<file path="src/core/gtd_cfg.svh">
// Constants of the gain trim and decimation filter: offsets, fields, resets, limits.
// Assumes inclusion by the package, the filter core and the port checker.
`ifndef GTD_CFG_SVH
`define GTD_CFG_SVH

// ----------------------------------------------------------------------------
// Register map (index times four is the byte address)
// ----------------------------------------------------------------------------
`define GTD_IDX_GAIN 8'h27
`define GTD_IDX_FILT 8'h29
`define GTD_IDX_STAT 8'h2A
`define GTD_ADDR_W 12

// ----------------------------------------------------------------------------
// Fields and reset values
// ----------------------------------------------------------------------------
`define GTD_GAIN_W 10
`define GTD_GAIN_RST 10'h200
`define GTD_GAIN_UNITY 11'sh200
`define GTD_GAIN_FRAC 15
`define GTD_RATE_HI 6
`define GTD_RATE_LO 3
`define GTD_FSEL_HI 1
`define GTD_FSEL_LO 0
`define GTD_FILT_RST 8'h00

// ----------------------------------------------------------------------------
// Filter limits
// ----------------------------------------------------------------------------
`define GTD_SAMPLE_W 20
`define GTD_ACC_W 64
`define GTD_LOG2_MAX_S1 4'd10
`define GTD_LOG2_MAX_S5 4'd8
`define GTD_WARM_S5 3'd4
`define GTD_WARM_COMP 3'd5
`define GTD_FIFO_DEPTH 8
`define GTD_FIFO_SLACK 4

`endif

</file>
<file path="src/core/gtd_pkg.sv">
// Types shared by the filter core and its bench modules.
// Assumes gtd_cfg.svh is on the include path.
`include "gtd_cfg.svh"

package gtd_pkg;

  // ----------------------------------------------------------------------------
  // Sample carrier and filter selection
  // ----------------------------------------------------------------------------
  typedef struct packed {
    logic valid;
    logic [`GTD_SAMPLE_W-1:0] data;
  } gtd_sample_t;

  typedef enum logic [1:0] {
    GTD_FILT_OFF = 2'h0,
    GTD_FILT_SINC1 = 2'h1,
    GTD_FILT_SINC5 = 2'h2,
    GTD_FILT_COMP = 2'h3
  } gtd_fsel_t;

  typedef enum logic [1:0] {
    GTD_REG_NONE,
    GTD_REG_GAIN,
    GTD_REG_FILT,
    GTD_REG_STAT
  } gtd_reg_t;

endpackage

</file>
<file path="src/core/gtd_fifo.sv">
// Result FIFO: width and depth parameters, valid and ready on both sides.
// Assumes one clock and an asynchronous active-low reset; read data is registered.
`timescale 1ns/1ps
`default_nettype none

module gtd_fifo #(
  parameter int WIDTH = 20,
  parameter int DEPTH = 8,
  parameter int AW = $clog2(DEPTH)
) (
  // Clock and reset
  input wire logic pclk,
  input wire logic presetn,
  // Fill side
  input wire logic in_valid,
  output logic in_ready,
  input wire logic [WIDTH-1:0] in_data,
  // Drain side
  output logic out_valid,
  input wire logic out_ready,
  output logic [WIDTH-1:0] out_data,
  // Fill level
  output logic [AW:0] level
);

  typedef struct packed {
    logic [DEPTH-1:0][WIDTH-1:0] mem;
    logic [AW-1:0] wp;
    logic [AW-1:0] rp;
    logic [AW:0] cnt;
    logic ov;
    logic [WIDTH-1:0] od;
  } st_t;

  st_t s_q, s_d;
  logic push, pop, load;

  always_comb begin
    s_d = s_q;
    // Output register is not counted in cnt; it reloads from memory when taken or empty
    load = (s_q.cnt != '0) && (!s_q.ov || out_ready);
    push = in_valid && (s_q.cnt != (AW+1)'(DEPTH));
    pop = load;
    if (out_ready && s_q.ov) begin
      s_d.ov = 1'b0;
    end
    if (load) begin
      s_d.ov = 1'b1;
      s_d.od = s_q.mem[s_q.rp];
      s_d.rp = AW'(s_q.rp + AW'(1));
    end
    if (push) begin
      s_d.mem[s_q.wp] = in_data;
      s_d.wp = AW'(s_q.wp + AW'(1));
    end
    s_d.cnt = (AW+1)'(s_q.cnt + (AW+1)'(push) - (AW+1)'(pop));
  end

  always_ff @(posedge pclk or negedge presetn) begin
    if (!presetn) begin
      s_q <= '0;
    end else begin
      s_q <= s_d;
    end
  end

  assign in_ready = (s_q.cnt != (AW+1)'(DEPTH));
  assign out_valid = s_q.ov;
  assign out_data = s_q.od;
  assign level = s_q.cnt;

endmodule

`default_nettype wire

</file>
<file path="src/core/gtd_filter.sv">
// Gain trim and decimation filter core with its APB register slave.
// Assumes an APB master on pclk, a converter stream that honours in_ready,
// and a filter sync pulse from the host after each change of filter type.
`timescale 1ns/1ps
`default_nettype none
`include "gtd_cfg.svh"

module gtd_filter
  import gtd_pkg::*;
#(
  parameter int FIFO_DEPTH = `GTD_FIFO_DEPTH
) (
  // Clock and reset
  input wire logic pclk,
  input wire logic presetn,
  // APB slave
  input wire logic psel,
  input wire logic penable,
  input wire logic pwrite,
  input wire logic [`GTD_ADDR_W-1:0] paddr,
  input wire logic [31:0] pwdata,
  output logic [31:0] prdata,
  output logic pready,
  output logic pslverr,
  // Filter sync pin, one-cycle active-high pulse
  input wire logic filter_sync,
  // Converter samples in
  input wire gtd_sample_t sample_in,
  output logic sample_in_ready,
  // Filtered results out
  output gtd_sample_t result_out,
  input wire logic result_out_ready
);

  localparam int SW = `GTD_SAMPLE_W;
  localparam int AW = `GTD_ACC_W;
  localparam int LW = $clog2(FIFO_DEPTH);
  // Reset image of the filter setup register, split into its fields at reset
  localparam logic [7:0] FILT_RST = `GTD_FILT_RST;

  typedef struct packed {
    // Setup registers
    logic [`GTD_GAIN_W-1:0] gain;
    logic [1:0] fsel;
    logic [3:0] rate;
    // APB answer
    logic [31:0] prdata;
    logic pready;
    logic pslverr;
    // Gain stage
    logic gv;
    logic [SW-1:0] gd;
    // Decimation state
    logic [9:0] cnt;
    logic [AW-1:0] acc;
    logic [4:0][AW-1:0] integ;
    logic [4:0][AW-1:0] dly;
    logic [1:0][SW-1:0] hist;
    logic phase;
    logic [2:0] warm;
    // Output register and input throttle
    logic ov;
    logic [SW-1:0] od;
    logic in_ready;
  } st_t;

  st_t s_q, s_d;

  // ----------------------------------------------------------------------------
  // Decoders
  // ----------------------------------------------------------------------------
  // Register decode: only word-aligned byte addresses whose index matches a
  // register select anything; every other address answers with an error and
  // reads as zero, so a stray write can never disturb the filter setup.
  function automatic gtd_reg_t reg_decode(input logic [`GTD_ADDR_W-1:0] a);
    gtd_reg_t r;
    r = GTD_REG_NONE;
    if (a[1:0] == 2'b00) begin
      if (a[`GTD_ADDR_W-1:2] == (`GTD_ADDR_W-2)'(`GTD_IDX_GAIN)) begin
        r = GTD_REG_GAIN;
      end else if (a[`GTD_ADDR_W-1:2] == (`GTD_ADDR_W-2)'(`GTD_IDX_FILT)) begin
        r = GTD_REG_FILT;
      end else if (a[`GTD_ADDR_W-1:2] == (`GTD_ADDR_W-2)'(`GTD_IDX_STAT)) begin
        r = GTD_REG_STAT;
      end
    end
    return r;
  endfunction

  // Log2 of N for the selected filter; out-of-range codes saturate
  // Sinc1 reaches N = 1024, sinc5 and its compensated form stop at N = 256.
  function automatic logic [3:0] dec_log2(input logic [3:0] code, input logic [1:0] sel);
    logic [3:0] lg;
    lg = 4'(code + 4'd1);
    if (sel == GTD_FILT_SINC1) begin
      if (code > 4'd9) begin
        lg = `GTD_LOG2_MAX_S1;
      end
    end else if (code > 4'd7) begin
      lg = `GTD_LOG2_MAX_S5;
    end
    return lg;
  endfunction

  // Clamp into the signed sample range instead of letting it wrap, since a
  // wrapped full-scale value would flip sign.
  function automatic logic [SW-1:0] sat(input logic signed [SW+1:0] v);
    logic [SW-1:0] r;
    r = v[SW-1:0];
    if (v > $signed({{3{1'b0}}, {(SW-1){1'b1}}})) begin
      r = {1'b0, {(SW-1){1'b1}}};
    end else if (v < $signed({{3{1'b1}}, {(SW-1){1'b0}}})) begin
      r = {1'b1, {(SW-1){1'b0}}};
    end
    return r;
  endfunction

  // ----------------------------------------------------------------------------
  // Result FIFO
  // ----------------------------------------------------------------------------
  // The FIFO decouples the bursty filter output from a drain side that may stall;
  // its fill level also throttles the converter side through sample_in_ready.
  logic fifo_in_ready;
  logic [LW:0] fifo_level;
  logic fifo_out_valid;
  logic [SW-1:0] fifo_out_data;

  gtd_fifo #(
    .WIDTH(SW),
    .DEPTH(FIFO_DEPTH),
    .AW(LW)
  ) u_fifo (
    .pclk(pclk),
    .presetn(presetn),
    .in_valid(s_q.ov),
    .in_ready(fifo_in_ready),
    .in_data(s_q.od),
    .out_valid(fifo_out_valid),
    .out_ready(result_out_ready),
    .out_data(fifo_out_data),
    .level(fifo_level)
  );

  // ----------------------------------------------------------------------------
  // Next state
  // ----------------------------------------------------------------------------
  // Register and gain stage
  gtd_reg_t rsel;
  logic bypass;
  logic in_fire;
  logic fs_v;
  logic [SW-1:0] fs_x;

  // Decimation
  logic [3:0] lg;
  logic [9:0] last;
  logic dec_hit;
  logic new_v;
  logic [SW-1:0] new_d;
  logic signed [`GTD_GAIN_W:0] gdiff;
  logic signed [SW+`GTD_GAIN_W:0] prod;

  // Sinc arithmetic
  logic [AW-1:0] xs;
  logic [AW-1:0] v;
  logic [AW-1:0] sum1;
  logic [SW-1:0] s5;
  logic signed [SW+3:0] fir;

  // ----------------------------------------------------------------------------
  // Pipeline timing
  // ----------------------------------------------------------------------------
  // A taken sample reaches the result port three edges later when the gain code is
  // unity: filter output register, FIFO memory, FIFO output register. Any other
  // gain code adds the multiplier register, so the port sees it one edge later.
  // Decimating filters only load the output register on the last sample of a block.
  // The integrators may wrap freely: the comb differences stay exact as long as
  // the true block sum fits the accumulator word.
  // Restart clears the decimation registers and reloads the warm-up count but leaves the output register and both setup registers alone,
  // so software writes the new selection first and pulses the sync pin after.

  always_comb begin
    s_d = s_q;
    rsel = reg_decode(paddr);
    new_v = 1'b0;
    new_d = '0;
    v = '0;
    sum1 = '0;
    s5 = '0;
    fir = '0;

    // APB: zero-wait answer in the cycle after setup
    s_d.pready = psel && !penable && !s_q.pready;
    if (psel && !penable) begin
      s_d.pslverr = (rsel == GTD_REG_NONE);
      unique case (rsel)
        GTD_REG_GAIN: s_d.prdata = {22'h00_0000, s_q.gain};
        GTD_REG_FILT: s_d.prdata = {25'h000_0000, s_q.rate, 1'b0, s_q.fsel};
        GTD_REG_STAT: s_d.prdata = {16'h0000, 4'(fifo_level), dec_log2(s_q.rate, s_q.fsel),
                                    5'h00, (s_q.gain == `GTD_GAIN_RST), s_q.fsel};
        GTD_REG_NONE: s_d.prdata = 32'h0000_0000;
      endcase
    end
    // Writes land on the access edge only, when pready is already high
    if (psel && penable && s_q.pready && pwrite) begin
      if (rsel == GTD_REG_GAIN) begin
        // Upper bits are reserved and not stored
        s_d.gain = pwdata[`GTD_GAIN_W-1:0];
      end else if (rsel == GTD_REG_FILT) begin
        s_d.rate = pwdata[`GTD_RATE_HI:`GTD_RATE_LO];
        s_d.fsel = pwdata[`GTD_FSEL_HI:`GTD_FSEL_LO];
      end
    end

    // Gain stage: unity code skips the multiplier and its register
    bypass = (s_q.gain == `GTD_GAIN_RST);
    in_fire = sample_in.valid && s_q.in_ready;
    gdiff = $signed({1'b0, s_q.gain}) - `GTD_GAIN_UNITY;
    // Step of 2^-15 per code makes 0x3FF and 0x001 land on +/-0.015594
    prod = $signed(sample_in.data) * gdiff;
    s_d.gv = in_fire && !bypass;
    s_d.gd = sat((SW+2)'($signed(sample_in.data)) +
                 (SW+2)'(prod >>> `GTD_GAIN_FRAC));
    fs_v = bypass ? in_fire : s_q.gv;
    fs_x = bypass ? sample_in.data : s_q.gd;

    // Decimation counter
    lg = dec_log2(s_q.rate, s_q.fsel);
    last = 10'((11'd1 << lg) - 11'd1);
    dec_hit = fs_v && (s_q.cnt == last);
    xs = AW'($signed(fs_x));

    unique case (gtd_fsel_t'(s_q.fsel))
      GTD_FILT_OFF: begin
        new_v = fs_v;
        new_d = fs_x;
      end
      GTD_FILT_SINC1: begin
        // Accumulate and dump: the block sum over N samples, scaled back by N
        sum1 = s_q.acc + xs;
        if (fs_v) begin
          s_d.acc = dec_hit ? '0 : sum1;
          new_v = dec_hit;
          new_d = SW'($signed(sum1) >>> lg);
        end
      end
      GTD_FILT_SINC5, GTD_FILT_COMP: begin
        // Five integrators run at the sample rate, five combs at the decimated rate
        if (fs_v) begin
          v = xs;
          for (int k = 0; k < 5; k++) begin
            v = s_q.integ[k] + v;
            s_d.integ[k] = v;
          end
          if (dec_hit) begin
            for (int k = 0; k < 5; k++) begin
              s_d.dly[k] = v;
              v = v - s_q.dly[k];
            end
            s5 = SW'($signed(v) >>> (5 * lg));
            // Comb delays start at zero, so early outputs are partial and dropped
            if (s_q.warm != '0) begin
              s_d.warm = 3'(s_q.warm - 3'd1);
            end else if (s_q.fsel == GTD_FILT_SINC5) begin
              new_v = 1'b1;
              new_d = s5;
            end else begin
              // Droop compensation taps -1, 10, -1 over 8, emitted every second output
              s_d.phase = !s_q.phase;
              fir = (SW+4)'($signed(s5)) * -(SW+4)'(1) +
                    (SW+4)'($signed(s_q.hist[0])) * (SW+4)'(10) -
                    (SW+4)'($signed(s_q.hist[1]));
              new_v = s_q.phase;
              new_d = sat((SW+2)'(fir >>> 3));
            end
            s_d.hist[1] = s_q.hist[0];
            s_d.hist[0] = s5;
          end
        end
      end
    endcase
    if (fs_v) begin
      s_d.cnt = dec_hit ? '0 : 10'(s_q.cnt + 10'd1);
    end

    // Output register feeding the FIFO
    if (new_v) begin
      s_d.ov = 1'b1;
      s_d.od = new_d;
    end else if (s_q.ov && fifo_in_ready) begin
      s_d.ov = 1'b0;
    end
    // Threshold leaves room for samples already in the pipeline
    // Four slots cover the gain register, output register and registered ready lag
    s_d.in_ready = (fifo_level <= (LW+1)'(FIFO_DEPTH - `GTD_FIFO_SLACK));

    // Filter restart on the sync pulse
    if (filter_sync) begin
      s_d.gv = 1'b0;
      s_d.cnt = '0;
      s_d.acc = '0;
      s_d.integ = '0;
      s_d.dly = '0;
      s_d.hist = '0;
      s_d.phase = 1'b0;
      s_d.warm = (s_q.fsel == GTD_FILT_COMP) ? `GTD_WARM_COMP : `GTD_WARM_S5;
    end
  end

  // ----------------------------------------------------------------------------
  // State register
  // ----------------------------------------------------------------------------
  // Every field resets to zero except the two setup registers and the warm-up
  // count, which start as if a sync pulse had just arrived with the filter off.
  always_ff @(posedge pclk or negedge presetn) begin
    if (!presetn) begin
      s_q <= '0;
      s_q.gain <= `GTD_GAIN_RST;
      s_q.rate <= FILT_RST[`GTD_RATE_HI:`GTD_RATE_LO];
      s_q.fsel <= FILT_RST[`GTD_FSEL_HI:`GTD_FSEL_LO];
      s_q.warm <= `GTD_WARM_S5;
    end else begin
      s_q <= s_d;
    end
  end

  // ----------------------------------------------------------------------------
  // Outputs
  // ----------------------------------------------------------------------------
  // Every port below is a plain register of the state or of the FIFO.
  assign prdata = s_q.prdata;
  assign pready = s_q.pready;
  assign pslverr = s_q.pslverr;
  assign sample_in_ready = s_q.in_ready;
  assign result_out.valid = fifo_out_valid;
  assign result_out.data = fifo_out_data;

endmodule

`default_nettype wire

</file>
<file path="config.mk">
export PLATFORM = sky130hd
export DESIGN_NAME = gtd_filter
export DESIGN_NICKNAME = d
export VERILOG_FILES = /design/src/core/gtd_pkg.sv /design/src/core/gtd_fifo.sv /design/src/core/gtd_filter.sv
export VERILOG_INCLUDE_DIRS = /design/src /design/src/core
export SDC_FILE = /design/constraint.sdc
export NUM_CORES = 2
export LEC_CHECK = 0
export BUFFER_PORTS_ARGS = -buffer_cell sky130_fd_sc_hd__clkbuf_2
export CORE_AREA = 3 3 434 436
export DETAILED_ROUTE_END_ITERATION = 10
export DIE_AREA = 0 0 437 439
export GPL_TIMING_DRIVEN = 0
export PLACE_DENSITY_LB_ADDON = 0.08
export SETUP_SLACK_MARGIN = 0.05
export SLEW_MARGIN = 5
export SYNTH_ARGS = -nofsm -noshare
export SYNTH_HDL_FRONTEND = slang
export SYNTH_HIERARCHICAL = 1
export SYNTH_SLANG_ARGS = --single-unit
</file>
<file path="constraint.sdc">
create_clock -name pclk -period 45.5 [get_ports pclk]
set_clock_uncertainty 0.1 [all_clocks]
set_input_delay 6.825 -clock pclk [delete_from_list [all_inputs] [get_ports pclk]]
set_output_delay 6.825 -clock pclk [all_outputs]
set_load 0.005 [all_outputs]
</file>
==> impl_metrics.csv <==
group,metric,value,unit
finish,finish.utilization,0.533,
sta,tns,0,ps
detailed_routing,wl,282000,um
clocking,clockBufferDepth,3,
logic_synthesis,synth_top_family_by_area,"compound AO/OA/AOI/OAI gates",
clocking,tritoncts,"done",
detailed_routing,first_pass_iters,6,
grt,gr-max-usage-layer,"met2",
critical_path,path_buf_inv,4,
logic_synthesis,synth_warnings,6,
detailed_routing,wl_per_cell,21.0,um
critical_path,slowest_delay,880,ps
place,place_ws,7840,ps
logic_synthesis,yosysMostFrequentCell,"nand2_1",
detailed_routing,route.detailed.drc,0,
place,place_congestion,0.949,
logic_synthesis,synthFlopType,"dfrtp_1",
critical_path,cpLargestDelayFamily,"compound AO/OA/AOI/OAI gates",
status,status,"finished, final reports clean",
grt,grt_antenna_before_repair,2,
sta,relSlewSlack,0.0462,
sta,tightest_slew,1430,ps
logic_synthesis,synth.top_cell.area_share,0.275,
clocking,htree_levels,4,
clocking,cts_made_buffers,130,
grt,grt_pass1_vias,76300,
finish,drive_gt1_frac,0.0700,
logic_synthesis,synth-simple-area-share,0.143,
critical_path,crit_arrival,38350,ps
clocking,clockRootBuffer,"clkbuf_16",
run,cap_violations,0,
critical_path,required,46030,ps
sta,fin_crit_sh,0.831,
detailed_routing,ant_nets,0,
min_path,hold_class,"flop to flop",
sta,fmax,0.0264,GHz
logic_synthesis,synth_top_area_cell,"dfrtp_1",
detailed_routing,drt_iter0_drc,6484,
grt,grt_max_degree,101,
detailed_routing,vias,78800,
critical_path,cp-start-kind,"primary input",
finish,syn2layout_area_growth,9.17,%
place,portBuffers,88,
finish,nets,12000,
clocking,cts_setup_buffers,0,
logic_synthesis,ys_async_sr_fraction,1.00,
logic_synthesis,synth_common_cells,"1283 x nand2_1, 1065 x a21oi_1, 995 x dfrtp_1, 830 x ha_1, 798 x inv_1",
logic_synthesis,synth_compound_area_frac,0.237,
sta,timing.final.ws_setup,7680,ps
clocking,cts_hold_buf,0,
clocking,clk_latency,810,ps
grt,grt_overflow,0,
grt,gr-usage-met1,0.404,
logic_synthesis,synth_cells,10600,
clocking,numClockSinks,997,
grt,grtUsageMet2,0.459,
logic_synthesis,ys_seq_elements,997,
floorplanning,io_pins,128,
floorplanning,placementRows,158,
floorplanning,start_util,0.489,
logic_synthesis,syn_avg_cell_area,8.53,sq um
floorplanning,die_h,439,um
logic_synthesis,synth_area,90400,sq um
critical_path,reg2reg_slack,11910,ps
critical_path,crit_path_max_fanout,7,
logic_synthesis,synth_seq_area_share,0.276,
sta,finalSetupViolCount,0,
logic_synthesis,synth_cell_types,97,
critical_path,crit_type,"primary input to flop",
logic_synthesis,synth_area_leaders,"dfrtp_1 28%, ha_1 11%, a21oi_1 5.9%",
grt,grt_usage,0.287,
sta,hold_viol,0,
critical_path,endpoint_kind,"flop",
floorplanning,die_area,192000,sq um
floorplanning,die_x,437,um
finish,fillers,17600,
critical_path,worst_path_max_delay_cell,"a2111oi_0",
sta,final_max_slew_viol_count,0,
logic_synthesis,synth-edff-count,0,
logic_synthesis,muxShareOfSynthArea,0.0527,
grt,grt_pass1_wl,441000,um
logic_synthesis,synth_fa_ha_area_frac,0.166,
floorplanning,coreArea,185000,sq um
sta,grt_setup_unrepaired,"no",
logic_synthesis,synth-xor-area-share,0.0667,
place,dpl.hpwl,223000,um
clocking,post_cts_resized,0,
critical_path,cp_common_cell,"o21ai_0",
grt,grtUsageMet3,0.0328,
detailed_routing,viasPerCell,5.87,
sta,post-route-min-period,37820,ps
clocking,clk_pin_slew,60,ps
==> metal layers <==
metal / vias up / wire length, um
met5: - / 0
met4: 0 / 10200
met3: 467 / 13300
met2: 2091 / 127000
met1: 38300 / 131000
li1: 37900 / -
==> cells by family after synthesis <==
kind of cell             after synthesis
AO/OA/AOI/OAI                       3297
AND/OR/NAND/NOR                     2839
buffers and inverters               1311
adder cells (fa/ha/maj)             1063
flip-flops                           997
XOR/XNOR                             681
multiplexers                         408
other                                  1
==> path summary, 6_finish.rpt <==
path                                    from  endpoint  depth (start not counted)
worst max register to register      s_q[850]   s_q[13]                        128
worst min-delay path                  pready    pready                          1
worst min register to register        pready    pready                          1
worst max-delay path            sample_in[0]   s_q[13]                        126
min in group asynchronous            presetn  s_q[329]                          1
max in group asynchronous            presetn  s_q[850]                          5
==> registers in the layout, indices dropped and copies added (netlist names) <==
name / flops
s_q: 787
u_fifo/s_q: 166
u_fifo/out_data: 20
prdata: 16
u_fifo/level: 4
pready: 1
pslverr: 1
sample_in_ready: 1
u_fifo/out_valid: 1
==> worst register-to-register path, delay by kind of cell (launching register included) <==
kind                     cells  cell delay (ps)
AO/OA/AOI/OAI               66            16340
AND/OR/NAND/NOR             34             7500
multiplexers                 2             1080
flip-flops                   1              670
buffers and inverters        4              760
adder cells (fa/ha/maj)     13             4560
XOR/XNOR                     9             2370
==> cell usage in the layout (no fill, tap or decap), types with 50 or more instances in the layout <==
cell,instances
and2_1,148
a22o_1,368
nand4_1,79
dfrtp_1,995
fa_1,233
and3_1,83
nor2b_1,107
clkbuf_2,88
nand3_1,152
xor2_1,220
clkbuf_1,427
a21boi_0,54
mux2i_1,132
clkbuf_16,132
buf_4,67
a211oi_1,89
xnor2_1,454
a31oi_1,82
nor2_1,589
nand2b_1,119
a21oi_1,1065
ha_1,830
nor3_1,101
nand2_1,1283
o21bai_1,147
o21ai_0,557
inv_1,798
mux2_2,219
o21a_1,104
or2_2,50
o211ai_1,55
a21o_1,391
o31ai_1,60
==> area by class of cell <==
type                            instances  area, sq um  area share
Antenna cell                            1         2.50   0.0000254
Buffer                                511         2270      0.0230
Clock buffer                          187         3740      0.0379
Clock inverter                         42          597     0.00605
Inverter                              800         3000      0.0304
Multi-Input combinational cell       8304        60200       0.610
Sequential cell                       997        25000       0.253
Tap cell                             2480         3100      0.0314
Timing Repair Buffer                  100          779     0.00790
==> through the flow <==
| step | hold slack [ps] | std cells | instance area [sq um] |
|---|---|---|---|
| after detailed placement | 344 | 13200 | 94400 |
| after global routing | 370 | 13400 | 98700 |
| after CTS | 359 | 13400 | 98700 |
| final | 361 | 13400 | 98700 |
| after global placement | 348 | 13200 | 94000 |
| after floorplan | 342 | 10600 | 90500 |
Power is not shown: default switching activity piles up to over one toggle a cycle in this logic, so the estimate is an artifact.
